===== src/inc/olc_pkg.sv =====
package olc_pkg;
   // ------------------------------------------------------------
   // register byte offsets
   // ------------------------------------------------------------
   localparam logic [7:0] OFF_FAIL_SRC  = 8'h3c;
   localparam logic [7:0] OFF_MAKER_ID  = 8'h40;
   localparam logic [7:0] OFF_CTRL_SET  = 8'h50;
   localparam logic [7:0] OFF_CTRL_CLR  = 8'h54;
   // ------------------------------------------------------------
   // field positions
   // ------------------------------------------------------------
   localparam int BIT_IMG_READY  = 31;
   localparam int BIT_SWAP_DIS   = 30;
   localparam int BIT_LATE_ACK   = 29;
   localparam int BIT_PHY_OWNER  = 23;
   localparam int BIT_LINK_ACT   = 17;
   localparam int BUS_NUM_LSB    = 22;
   localparam int NODE_NUM_LSB   = 16;
   // ------------------------------------------------------------
   // values after reset and fixed values
   // ------------------------------------------------------------
   localparam logic [31:0] MAKER_ID_VAL  = 32'h00c0_ffee; // arbitrary value
   localparam logic [31:0] FAIL_SRC_RST  = 32'h0000_0000;
   localparam logic        PHY_OWNER_RST = 1'b1;
   localparam logic        IMG_RST       = 1'b0;
   localparam logic        SWAP_RST      = 1'b0;
   localparam logic        LATE_RST      = 1'b0;
   localparam logic [1:0]  RESP_OKAY     = 2'h0;
   localparam logic [1:0]  RESP_SLVERR   = 2'h2;
   // ack codes given by the responder
   localparam logic [3:0]  ACK_COMPLETE  = 4'h1;
   localparam logic [3:0]  ACK_PENDING   = 4'h2;
   localparam logic [3:0]  ACK_TARDY     = 4'hb;
   localparam logic [3:0]  ACK_TYPE_ERR  = 4'he;
endpackage


===== src/hdl/olc_regs.sv =====
`timescale 1ns/1ps
// What this block does
// - record requester bus and node number
// - record upper destination offset bits
// - error source read-only, updated on failure
// - fixed read-only maker identity register
// - set and clear addresses update flags
// - image ready enables config ROM responses
// - image not ready gives type error to ROM block reads
// - image not ready blocks ROM register refresh
// - image cleared by soft reset, aresetn or fetch error
// - swap disable flag steers DMA swapping
// - late ack permit makes tardy answers
// - tardy answer raises interrupt event bit
// - bits 28 to 24 read zero
// - phy owner read-only, default one, EEPROM
// - phy owner reset to one only by global reset
module olc_regs (
   // clock and resets
   input  wire logic        aclk,
   input  wire logic        aresetn,
   input  wire logic        global_reset_n,
   input  wire logic        soft_reset,
   // axi4-lite write address and data
   input  wire logic [7:0]  s_awaddr,
   input  wire logic        s_awvalid,
   output logic             s_awready,
   input  wire logic [31:0] s_wdata,
   input  wire logic [3:0]  s_wstrb,
   input  wire logic        s_wvalid,
   output logic             s_wready,
   output logic [1:0]       s_bresp,
   output logic             s_bvalid,
   input  wire logic        s_bready,
   // axi4-lite read
   input  wire logic [7:0]  s_araddr,
   input  wire logic        s_arvalid,
   output logic             s_arready,
   output logic [31:0]      s_rdata,
   output logic [1:0]       s_rresp,
   output logic             s_rvalid,
   input  wire logic        s_rready,
   // link side events
   input  wire logic        link_active,
   input  wire logic        pw_fail,
   input  wire logic [9:0]  pw_fail_bus,
   input  wire logic [5:0]  pw_fail_node,
   input  wire logic [47:0] pw_fail_offset,
   input  wire logic        bib_fetch_err,
   input  wire logic        eeprom_load,
   input  wire logic        eeprom_phy_owner,
   input  wire logic        rx_req,
   input  wire logic        rx_rom_block_rd,
   input  wire logic        bus_reset,
   // responder and datapath controls
   output logic [31:0]      fail_offset_lo,
   output logic             rom_resp_en,
   output logic             rom_regs_update,
   output logic [3:0]       ack_code,
   output logic             ack_valid,
   output logic             tardy_event,
   output logic             byte_swap_en,
   output logic             phy_owner
);
   // ------------------------------------------------------------
   // state
   // ------------------------------------------------------------
   logic [31:0] src_q, src_d, lo_q, lo_d;
   logic        img_q, img_d, swap_q, swap_d, late_q, late_d, own_q, own_d;
   logic [7:0]  awa_q, awa_d;
   logic [31:0] wd_q, wd_d;
   logic [3:0]  ws_q, ws_d;
   logic        awh_q, awh_d, wh_q, wh_d, bv_q, bv_d;
   logic [1:0]  br_q, br_d;
   logic        rv_q, rv_d;
   logic [31:0] rd_q, rd_d;
   logic [1:0]  rr_q, rr_d;
   logic [3:0]  ack_q, ack_d;
   logic        av_q, av_d, te_q, te_d, rru_q, rru_d;

   // byte-lane merge: a cleared strobe leaves its byte out of the update
   function automatic logic [31:0] lanes(input logic [31:0] d, input logic [3:0] s);
      lanes = {{8{s[3]}} & d[31:24], {8{s[2]}} & d[23:16], {8{s[1]}} & d[15:8], {8{s[0]}} & d[7:0]};
   endfunction

   // read image of the control pair, reserved bits forced to zero
   function automatic logic [31:0] ctrl_img(input logic i, input logic s, input logic l, input logic o);
      ctrl_img = 32'h0000_0000;
      ctrl_img[olc_pkg::BIT_IMG_READY] = i;
      ctrl_img[olc_pkg::BIT_SWAP_DIS]  = s;
      ctrl_img[olc_pkg::BIT_LATE_ACK]  = l;
      ctrl_img[olc_pkg::BIT_PHY_OWNER] = o; // bits 28..24 stay zero
   endfunction

   logic        wr_go;
   logic [31:0] wm;
   assign wr_go = awh_q && wh_q && !bv_q;
   assign wm    = lanes(wd_q, ws_q);

   // ------------------------------------------------------------
   // bus slave and register next state
   // ------------------------------------------------------------
   always_comb begin
      awa_d = awa_q;
      wd_d  = wd_q;
      ws_d  = ws_q;
      awh_d = awh_q;
      wh_d  = wh_q;
      bv_d  = bv_q;
      br_d  = br_q;
      rv_d  = rv_q;
      rd_d  = rd_q;
      rr_d  = rr_q;
      src_d = src_q;
      lo_d  = lo_q;
      img_d = img_q;
      swap_d = swap_q;
      late_d = late_q;
      own_d  = own_q;
      // address and data are latched separately, in either order
      if (s_awvalid && !awh_q) begin
         awa_d = s_awaddr;
         awh_d = 1'b1;
      end
      if (s_wvalid && !wh_q) begin
         wd_d = s_wdata;
         ws_d = s_wstrb;
         wh_d = 1'b1;
      end
      if (wr_go) begin
         awh_d = 1'b0;
         wh_d  = 1'b0;
         bv_d  = 1'b1;
         br_d  = olc_pkg::RESP_OKAY;
         case (awa_q & 8'hfc)
            olc_pkg::OFF_CTRL_SET: begin
               // image ready is only taken while the link is inactive
               if (wm[olc_pkg::BIT_IMG_READY] && !link_active) begin
                  img_d = 1'b1;
               end
               if (wm[olc_pkg::BIT_SWAP_DIS]) begin
                  swap_d = 1'b1;
               end
               if (wm[olc_pkg::BIT_LATE_ACK]) begin
                  late_d = 1'b1;
               end
            end
            olc_pkg::OFF_CTRL_CLR: begin
               if (wm[olc_pkg::BIT_SWAP_DIS]) begin
                  swap_d = 1'b0;
               end
               if (wm[olc_pkg::BIT_LATE_ACK]) begin
                  late_d = 1'b0;
               end
            end
            olc_pkg::OFF_FAIL_SRC, olc_pkg::OFF_MAKER_ID: begin
               // read-only: write accepted and dropped
            end
            default: begin
               br_d = olc_pkg::RESP_SLVERR;
            end
         endcase
      end
      if (bv_q && s_bready) begin
         bv_d = 1'b0;
      end
      // read path
      if (s_arvalid && !rv_q) begin
         rv_d = 1'b1;
         rr_d = olc_pkg::RESP_OKAY;
         case (s_araddr & 8'hfc)
            olc_pkg::OFF_FAIL_SRC: rd_d = src_q;
            olc_pkg::OFF_MAKER_ID: rd_d = olc_pkg::MAKER_ID_VAL;
            olc_pkg::OFF_CTRL_SET, olc_pkg::OFF_CTRL_CLR: begin
               rd_d = ctrl_img(img_q, swap_q, late_q, own_q);
            end
            default: begin
               rd_d = 32'h0000_0000;
               rr_d = olc_pkg::RESP_SLVERR;
            end
         endcase
      end else if (rv_q && s_rready) begin
         rv_d = 1'b0;
      end
      // both halves of the failing address come from one event
      if (pw_fail) begin
         src_d = {pw_fail_bus, pw_fail_node, pw_fail_offset[47:32]};
         lo_d  = pw_fail_offset[31:0];
      end
      // resets and fetch errors beat a concurrent set
      if (soft_reset || bib_fetch_err) begin
         img_d = olc_pkg::IMG_RST;
      end
      if (soft_reset) begin
         swap_d = olc_pkg::SWAP_RST;
         late_d = olc_pkg::LATE_RST;
      end
      // owner flag ignores soft reset, only the eeprom load changes it
      if (eeprom_load) begin
         own_d = eeprom_phy_owner;
      end
   end

   // ------------------------------------------------------------
   // responder next state
   // ------------------------------------------------------------
   always_comb begin
      ack_d = ack_q;
      av_d  = 1'b0;
      te_d  = 1'b0;
      rru_d = 1'b0;
      if (rx_req) begin
         av_d = 1'b1;
         if (rx_rom_block_rd && !img_q) begin
            ack_d = olc_pkg::ACK_TYPE_ERR;
         end else if (late_q) begin
            ack_d = olc_pkg::ACK_TARDY;
            te_d  = 1'b1;
         end else if (rx_rom_block_rd) begin
            ack_d = olc_pkg::ACK_COMPLETE;
         end else begin
            ack_d = olc_pkg::ACK_PENDING;
         end
      end
      // rom mapping, header and bus options refresh only with image ready
      if (bus_reset && img_q) begin
         rru_d = 1'b1;
      end
   end

   // ------------------------------------------------------------
   // registers
   // ------------------------------------------------------------
   always_ff @(posedge aclk) begin
      if (!aresetn) begin
         awa_q <= 8'h00;
         wd_q  <= 32'h0000_0000;
         ws_q  <= 4'h0;
         awh_q <= 1'b0;
         wh_q  <= 1'b0;
         bv_q  <= 1'b0;
         br_q  <= olc_pkg::RESP_OKAY;
         rv_q  <= 1'b0;
         rd_q  <= 32'h0000_0000;
         rr_q  <= olc_pkg::RESP_OKAY;
         src_q <= olc_pkg::FAIL_SRC_RST;
         lo_q  <= olc_pkg::FAIL_SRC_RST;
         img_q <= olc_pkg::IMG_RST;
         swap_q <= olc_pkg::SWAP_RST;
         late_q <= olc_pkg::LATE_RST;
         ack_q <= 4'h0;
         av_q  <= 1'b0;
         te_q  <= 1'b0;
         rru_q <= 1'b0;
      end else begin
         awa_q <= awa_d;
         wd_q  <= wd_d;
         ws_q  <= ws_d;
         awh_q <= awh_d;
         wh_q  <= wh_d;
         bv_q  <= bv_d;
         br_q  <= br_d;
         rv_q  <= rv_d;
         rd_q  <= rd_d;
         rr_q  <= rr_d;
         src_q <= src_d;
         lo_q  <= lo_d;
         img_q <= img_d;
         swap_q <= swap_d;
         late_q <= late_d;
         ack_q <= ack_d;
         av_q  <= av_d;
         te_q  <= te_d;
         rru_q <= rru_d;
      end
   end

   // owner flag lives on the global reset only, so a soft or bus reset keeps it
   always_ff @(posedge aclk) begin
      if (!global_reset_n) begin
         own_q <= olc_pkg::PHY_OWNER_RST;
      end else begin
         own_q <= own_d;
      end
   end

   // ------------------------------------------------------------
   // outputs
   // ------------------------------------------------------------
   assign s_awready       = !awh_q;
   assign s_wready        = !wh_q;
   assign s_bvalid        = bv_q;
   assign s_bresp         = br_q;
   assign s_arready       = !rv_q;
   assign s_rvalid        = rv_q;
   assign s_rdata         = rd_q;
   assign s_rresp         = rr_q;
   assign fail_offset_lo  = lo_q;
   assign rom_resp_en     = img_q;
   assign rom_regs_update = rru_q;
   assign ack_code        = ack_q;
   assign ack_valid       = av_q;
   assign tardy_event     = te_q;
   assign byte_swap_en    = !swap_q;
   assign phy_owner       = own_q;
endmodule


===== config.mk =====
export PLATFORM = sky130hd
export DESIGN_NAME = olc_regs
export DESIGN_NICKNAME = d
export VERILOG_FILES = /design/src/inc/olc_pkg.sv /design/src/hdl/olc_regs.sv
export SDC_FILE = /design/constraint.sdc
export NUM_CORES = 1
export LEC_CHECK = 0
export BUFFER_PORTS_ARGS = -buffer_cell sky130_fd_sc_hd__buf_4
export CORE_UTILIZATION = 50
export DETAILED_ROUTE_END_ITERATION = 12
export HOLD_SLACK_MARGIN = 0.02
export PLACE_DENSITY = 0.85
export SLEW_MARGIN = 30
export SYNTH_ARGS = -nofsm -noshare
export SYNTH_HDL_FRONTEND = slang
export SYNTH_SLANG_ARGS = --single-unit
export TNS_END_PERCENT = 30

===== constraint.sdc =====
create_clock -name aclk -period 1.9 [get_ports aclk]
set_input_delay 0.095 -clock aclk [delete_from_list [all_inputs] [get_ports aclk]]
set_output_delay 0.095 -clock aclk [all_outputs]
set_load 0.1 [all_outputs]

**Yosys cells after proc, flatten, opt, wreduce, memory -nomap -nowiden**

Cells that the tools add are included.

- Bitwise operators: 3
- Mux-type cells: 17
- Equality and inequality tests: 12
- Reduce and logical (&&, ||, !) cells: 31

Operator list:

| cell | count |
|---|---|
| 32-bit one-hot mux with 3 select lines | 1 |
| 6-bit by 5-bit == test with 1-bit output (second input constant) | 6 |
| 6-bit by 4-bit == test with 1-bit output (second input constant) | 2 |
| 1-bit logical AND | 10 |
| 2-bit OR reduction | 5 |
| 1-bit two-way mux | 9 |
| 8-bit AND | 1 |
| 4-bit two-way mux | 2 |
| 2-bit inequality test (second input constant) | 4 |
| 4-bit AND reduction | 2 |
| 4-bit OR reduction | 2 |
| 1-bit logical NOT | 7 |
| 2-bit two-way mux | 3 |
| 1-bit one-hot mux with 2 select lines | 2 |
| 2-bit nonzero test | 2 |
| 3-bit AND reduction | 1 |
| 3-bit OR reduction | 1 |
| 1-bit NOT | 2 |
| 1-bit logical OR | 1 |

- Input bits: 133
- Flip-flop bits (word level): 159
- Logic and storage cells: 83

**Depth between registers and ports, before layout**

- Word-level depth: 3
- Mapped depth: 5
- Mapped depth without buffers: 3

**Worst setup path after synthesis**

No wires, ideal clock.

- Path kind: reg2reg
- Start: register rv_q, in the netlist s_rvalid
- End: register rd_q[26], in the netlist s_rdata[26]
- Clock period less this slack: 1.804 ns
- Data required time: 1.829 ns
- Path slack: 0.096 ns
- Stages on the path, launching flop included: 6
- Arrival time: 1.734 ns
- Path buffers: 2
- Cell sequence: dfxtp_1 > nand2b_1 > buf_4 > buf_2 > nand2_1 > a21oi_1

- Cells in the longest elaborated chain, start to end: 2

RTL lines:

| what | RTL line | RTL |
|---|---|---|
| from (decl) | olc_regs.sv:75 | `logic rv_q, rv_d;` |
| from (signal assigned) | olc_regs.sv:263 | `rv_q <= rv_d;` |
| 1-bit logical NOT | olc_regs.sv:168 | `if (s_arvalid && !rv_q) begin` |
| 1-bit logical AND | olc_regs.sv:168 |  |
| to (signal assigned) | olc_regs.sv:264 | `rd_q <= rd_d;` |
| to (decl) | olc_regs.sv:76 | `logic [31:0] rd_q, rd_d;` |

Every way passes these cells.
A chain may end at the register's enable or synchronous reset.

**Worst setup path in the final report**

- Start: input s_araddr[3]
- End: register rr_q[1], in the netlist s_rresp[1]

- Cells in the longest elaborated chain, start to end: 3
- Elaborated cells between the ends (all ways): 6

RTL lines:

| what | RTL line | RTL |
|---|---|---|
| from (decl) | olc_regs.sv:36 | `input wire logic [7:0] s_araddr,` |
| 6-bit by 5-bit == test with 1-bit output / 6-bit by 4-bit == test with 1-bit output (equally long branches) | olc_regs.sv:171 | `case (s_araddr & 8'hfc)` |
| 4-bit OR reduction (no source line) (*) | n/a |  |
| 2-bit two-way mux (*) | olc_regs.sv:171 |  |
| to (signal assigned) | olc_regs.sv:245 | `rr_q <= olc_pkg::RESP_OKAY;` |
| to (signal assigned) | olc_regs.sv:265 | `rr_q <= rr_d;` |
| to (decl) | olc_regs.sv:77 | `logic [1:0] rr_q, rr_d;` |

Mark *: on every way between the ends. The rest lies on a longest branch, timed or not.

==> results by group <==
Synth
  • Seq/Total Area, Yosys: 0.528
  • EDFF count, synth: 0
  • Synth unique cells: 36
  • Top_reg_cell synth: dfxtp_1
  • Yosys warnings: 0
  • Dominant cells by area after synthesis: dfxtp_1 53%, mux2i_1 17%, nor2_1 6.8%
  • Mapped Cells: 481
  • Yosys reg bits: 123
  • Syn Area/Cell: 9.70 um2
  • Synth top area share: 0.528
  • Synth area leader: dfxtp_1
  • Post-synth design cell area: 0.00466 mm2
  • Fraction of registers with async set/reset: 0

Critical path
  • CP Launch Type: input port
  • R2R depth: 5
  • Worst reg2reg path endpoint: s_rresp[1]$_SDFFE_PN0P_
  • R2R Setup Slk: 0.13 ns
  • CP Data Required Time: 2.35 ns
  • Critical Path End Type: flop
  • Worst EP arrival: 2.23 ns
  • Worst Path Class, Setup: input port to flop
  • Critical path fanouts, max: 33
  • Crit Reg-Reg Startpoint: s_rvalid$_SDFFE_PN0P_

Finish
  • Fillers: 440
  • Nets: 876
  • Layout area overhead: 61.2%
  • Commonest non-fill, non-tap cell in the layout: buf_4
  • Commonest cells after routing, fill and taps aside: 184 x buf_4, 122 x dfxtp_1, 95 x dlygate4sd3_1, 84 x nor2_1, 78 x mux2i_1
  • Ant. Diodes: 0
  • Layout cells sized above 1: 0.298

Pwr
  • Switching power: 2.24 mW
  • Sequential power share: 0.381
  • P per Cell Area: 980 mW/mm2
  • Sw Share: 0.305
  • P_leak: 3.45 nW
  • Design Power: 7.37 mW
  • Int Pwr: 5.13 mW
  • Peak supply drop: 0.000723 V
  • Clk pwr share: 0.412
  • Comb power frac: 0.207

STA
  • Final hold viol count: 0
  • Setup-failing EPs final: 0
  • FMAX: 562 MHz
  • Tmin final: 1.78 ns
  • RSZ-0062 raised after global routing: false
  • Slew Viols, Final: 0
  • Post-route clock skew: 0.0144 ns
  • Hold WS: 0.0827 ns
  • Setup TNS: 0 ns
  • Tcrit/Tclk final: 0.936

Global route
  • Global-route wire length before repair: 23600 um
  • Largest net degree at the start of global routing: 50
  • Vias in the first global route: 4766
  • Initial antenna violation count: 0
  • Aggregate global routing overflow: 0
  • Total GRT Usage: 0.313

Status
  • Outcome: complete, no violations

Placed design
  • GPL Wtd Cong: 0.758
  • HPWL after DPL: 8080 um
  • I/O Buffers: 177

Clock network
  • Worst skew pair latency: 0.52 ns
  • Root Buffer: clkbuf_8
  • TritonCTS Buffers: 17
  • Max Root-Sink Buffers: 2
  • Htree depth: 4
  • CTS tree: done
  • Clock slew at reported path FFs: 0.06 ns
  • Clock sink count: 123

Flow run
  • Max cap viols: 0

Min path
  • Hold Crit Start: pw_fail
  • HP Class: input port to flop
  • WHS Endpoint: src_q[0]$_SDFFE_PN0P_
  • Hold Crit Depth: 3

Drt
  • DRT antenna net count: 0
  • Total Wirelength: 15000 um
  • Drt drc: 0
  • Number of vias in the routed layout: 4595
  • First-pass DRT Iterations: 4
  • DR vias/cell: 5.32
  • Routed len/inst: 17.4 um
  • Drt initial violations: 161

Floorplan
  • Initial cell density of the core: 0.525
  • Row Count: 34
  • Die height: 98.6 um
  • Ports: 216
  • Die X: 98.6 um
  • Die area: 0.00972 mm2
  • Core ar.: 0.00889 mm2
-- kinds of logic (layout without fill, tap and decap cells) --
kind of cell / count (synthesis) / in the layout / synth area share
AO/OA/AOI/OAI: 71 / 71 / 0.0850
buffers and inverters: 46 / 320 / 0.0545
flip-flops: 123 / 123 / 0.528
multiplexers: 78 / 78 / 0.167
other: 1 / 2 / 0.000804
AND/OR/NAND/NOR: 162 / 162 / 0.164
-- metrics by stage --
stage | area (um2) | instances | setup slack, ns | utilization
floorplan | 4670 | 482 | 0.0956 | -
finish | 7520 | 864 | 0.121 | 0.846
detailed placement | 6000 | 737 | 0.621 | 0.675
CTS | 7510 | 864 | 0.116 | 0.845
global placement | 6000 | 737 | 0.661 | 0.675
global route | 7520 | 864 | 0.0234 | 0.846
-- routing by layer --
layer,wire length (um),global-route usage,share of wire,vias up
met5,0,0,0,-
met4,542,0.163,0.036,0
met3,768,0.0695,0.051,42
met2,7860,0.566,0.52,198
met1,5840,0.344,0.39,2175
li1,-,-,-,2180
-- worst max-delay path by stage --
stage / end / cells past startpoint / start
6_report: s_rresp[1]$_SDFFE_PN0P_ / 7 / s_araddr[3]
5_1_grt: rom_resp_en$_SDFFE_PP0P_ / 4 / awa_q[5]$_SDFFE_PN0P_
4_1_cts: rom_resp_en$_SDFFE_PP0P_ / 4 / awh_q$_SDFFE_PP0P_
3_5_place_dp: s_rdata[5]$_SDFFE_PN0P_ / 3 / s_rvalid$_SDFFE_PN0P_
3_3_place_gp: s_rdata[23]$_SDFFE_PN0P_ / 3 / s_rvalid$_SDFFE_PN0P_
2_1_floorplan: s_rdata[26]$_SDFFE_PN0P_ / 5 / s_rvalid$_SDFFE_PN0P_
-- registers in the layout, summed over array words and instances (netlist names), 3 cells and up --
name / count
fail_offset_lo: 32
s_rdata: 32
src_q: 32
awa_q: 6
ack_code: 4
wd_q: 3
-- critical path, cell delays in order --
cell	delay (ns)
dlygate4sd3_1	0.54
buf_4	0.15
and4b_1	0.20
buf_4	0.26
a22o_1	0.28
a21oi_1	0.13
dlygate4sd3_1	0.57
-- Yosys cell counts (all sizes together), types with 2 or more instances --
cell and number:
nor2 84, nand4 16, nor3b 2, nand2 19
mux2i 78, clkbuf 8, and4b 2, dfxtp 123
and2b 3, nor2b 4, inv 7, o21ai 24
nand2b 6, a31oi 5, nand3 20, a21oi 38
buf 31
-- repair_timing --
action	CTS	global route
setup endpoints to repair	0	1
hold buffers	95	0
hold endpoints to repair	109	0
setup buffers	0	0
resized for setup	0	5
-- cell type report --
| class | instances | area (um2) | share of cell area |
|---|---|---|---|
| timing repair buffer | 281 | 2370 | 0.315 |
| sequential | 123 | 2460 | 0.328 |
| inverter | 7 | 28.8 | 0.00383 |
| clock buffer | 20 | 435 | 0.0579 |
| multi-input combinational | 313 | 1960 | 0.261 |
| clock inverter | 12 | 124 | 0.0165 |
| tap | 108 | 135 | 0.0180 |
-- power by group through the flow --
stage,Sequential (mW),Clock (mW),Combinational [mW]
after floorplan,3.42,0,0.391
after global placement,2.85,0,1.31
final,2.81,3.03,1.53
after CTS,2.80,3.04,1.50
after detailed placement,2.85,0,1.34
after global routing,2.82,3.18,1.59
(Power assumes the default switching activity.)
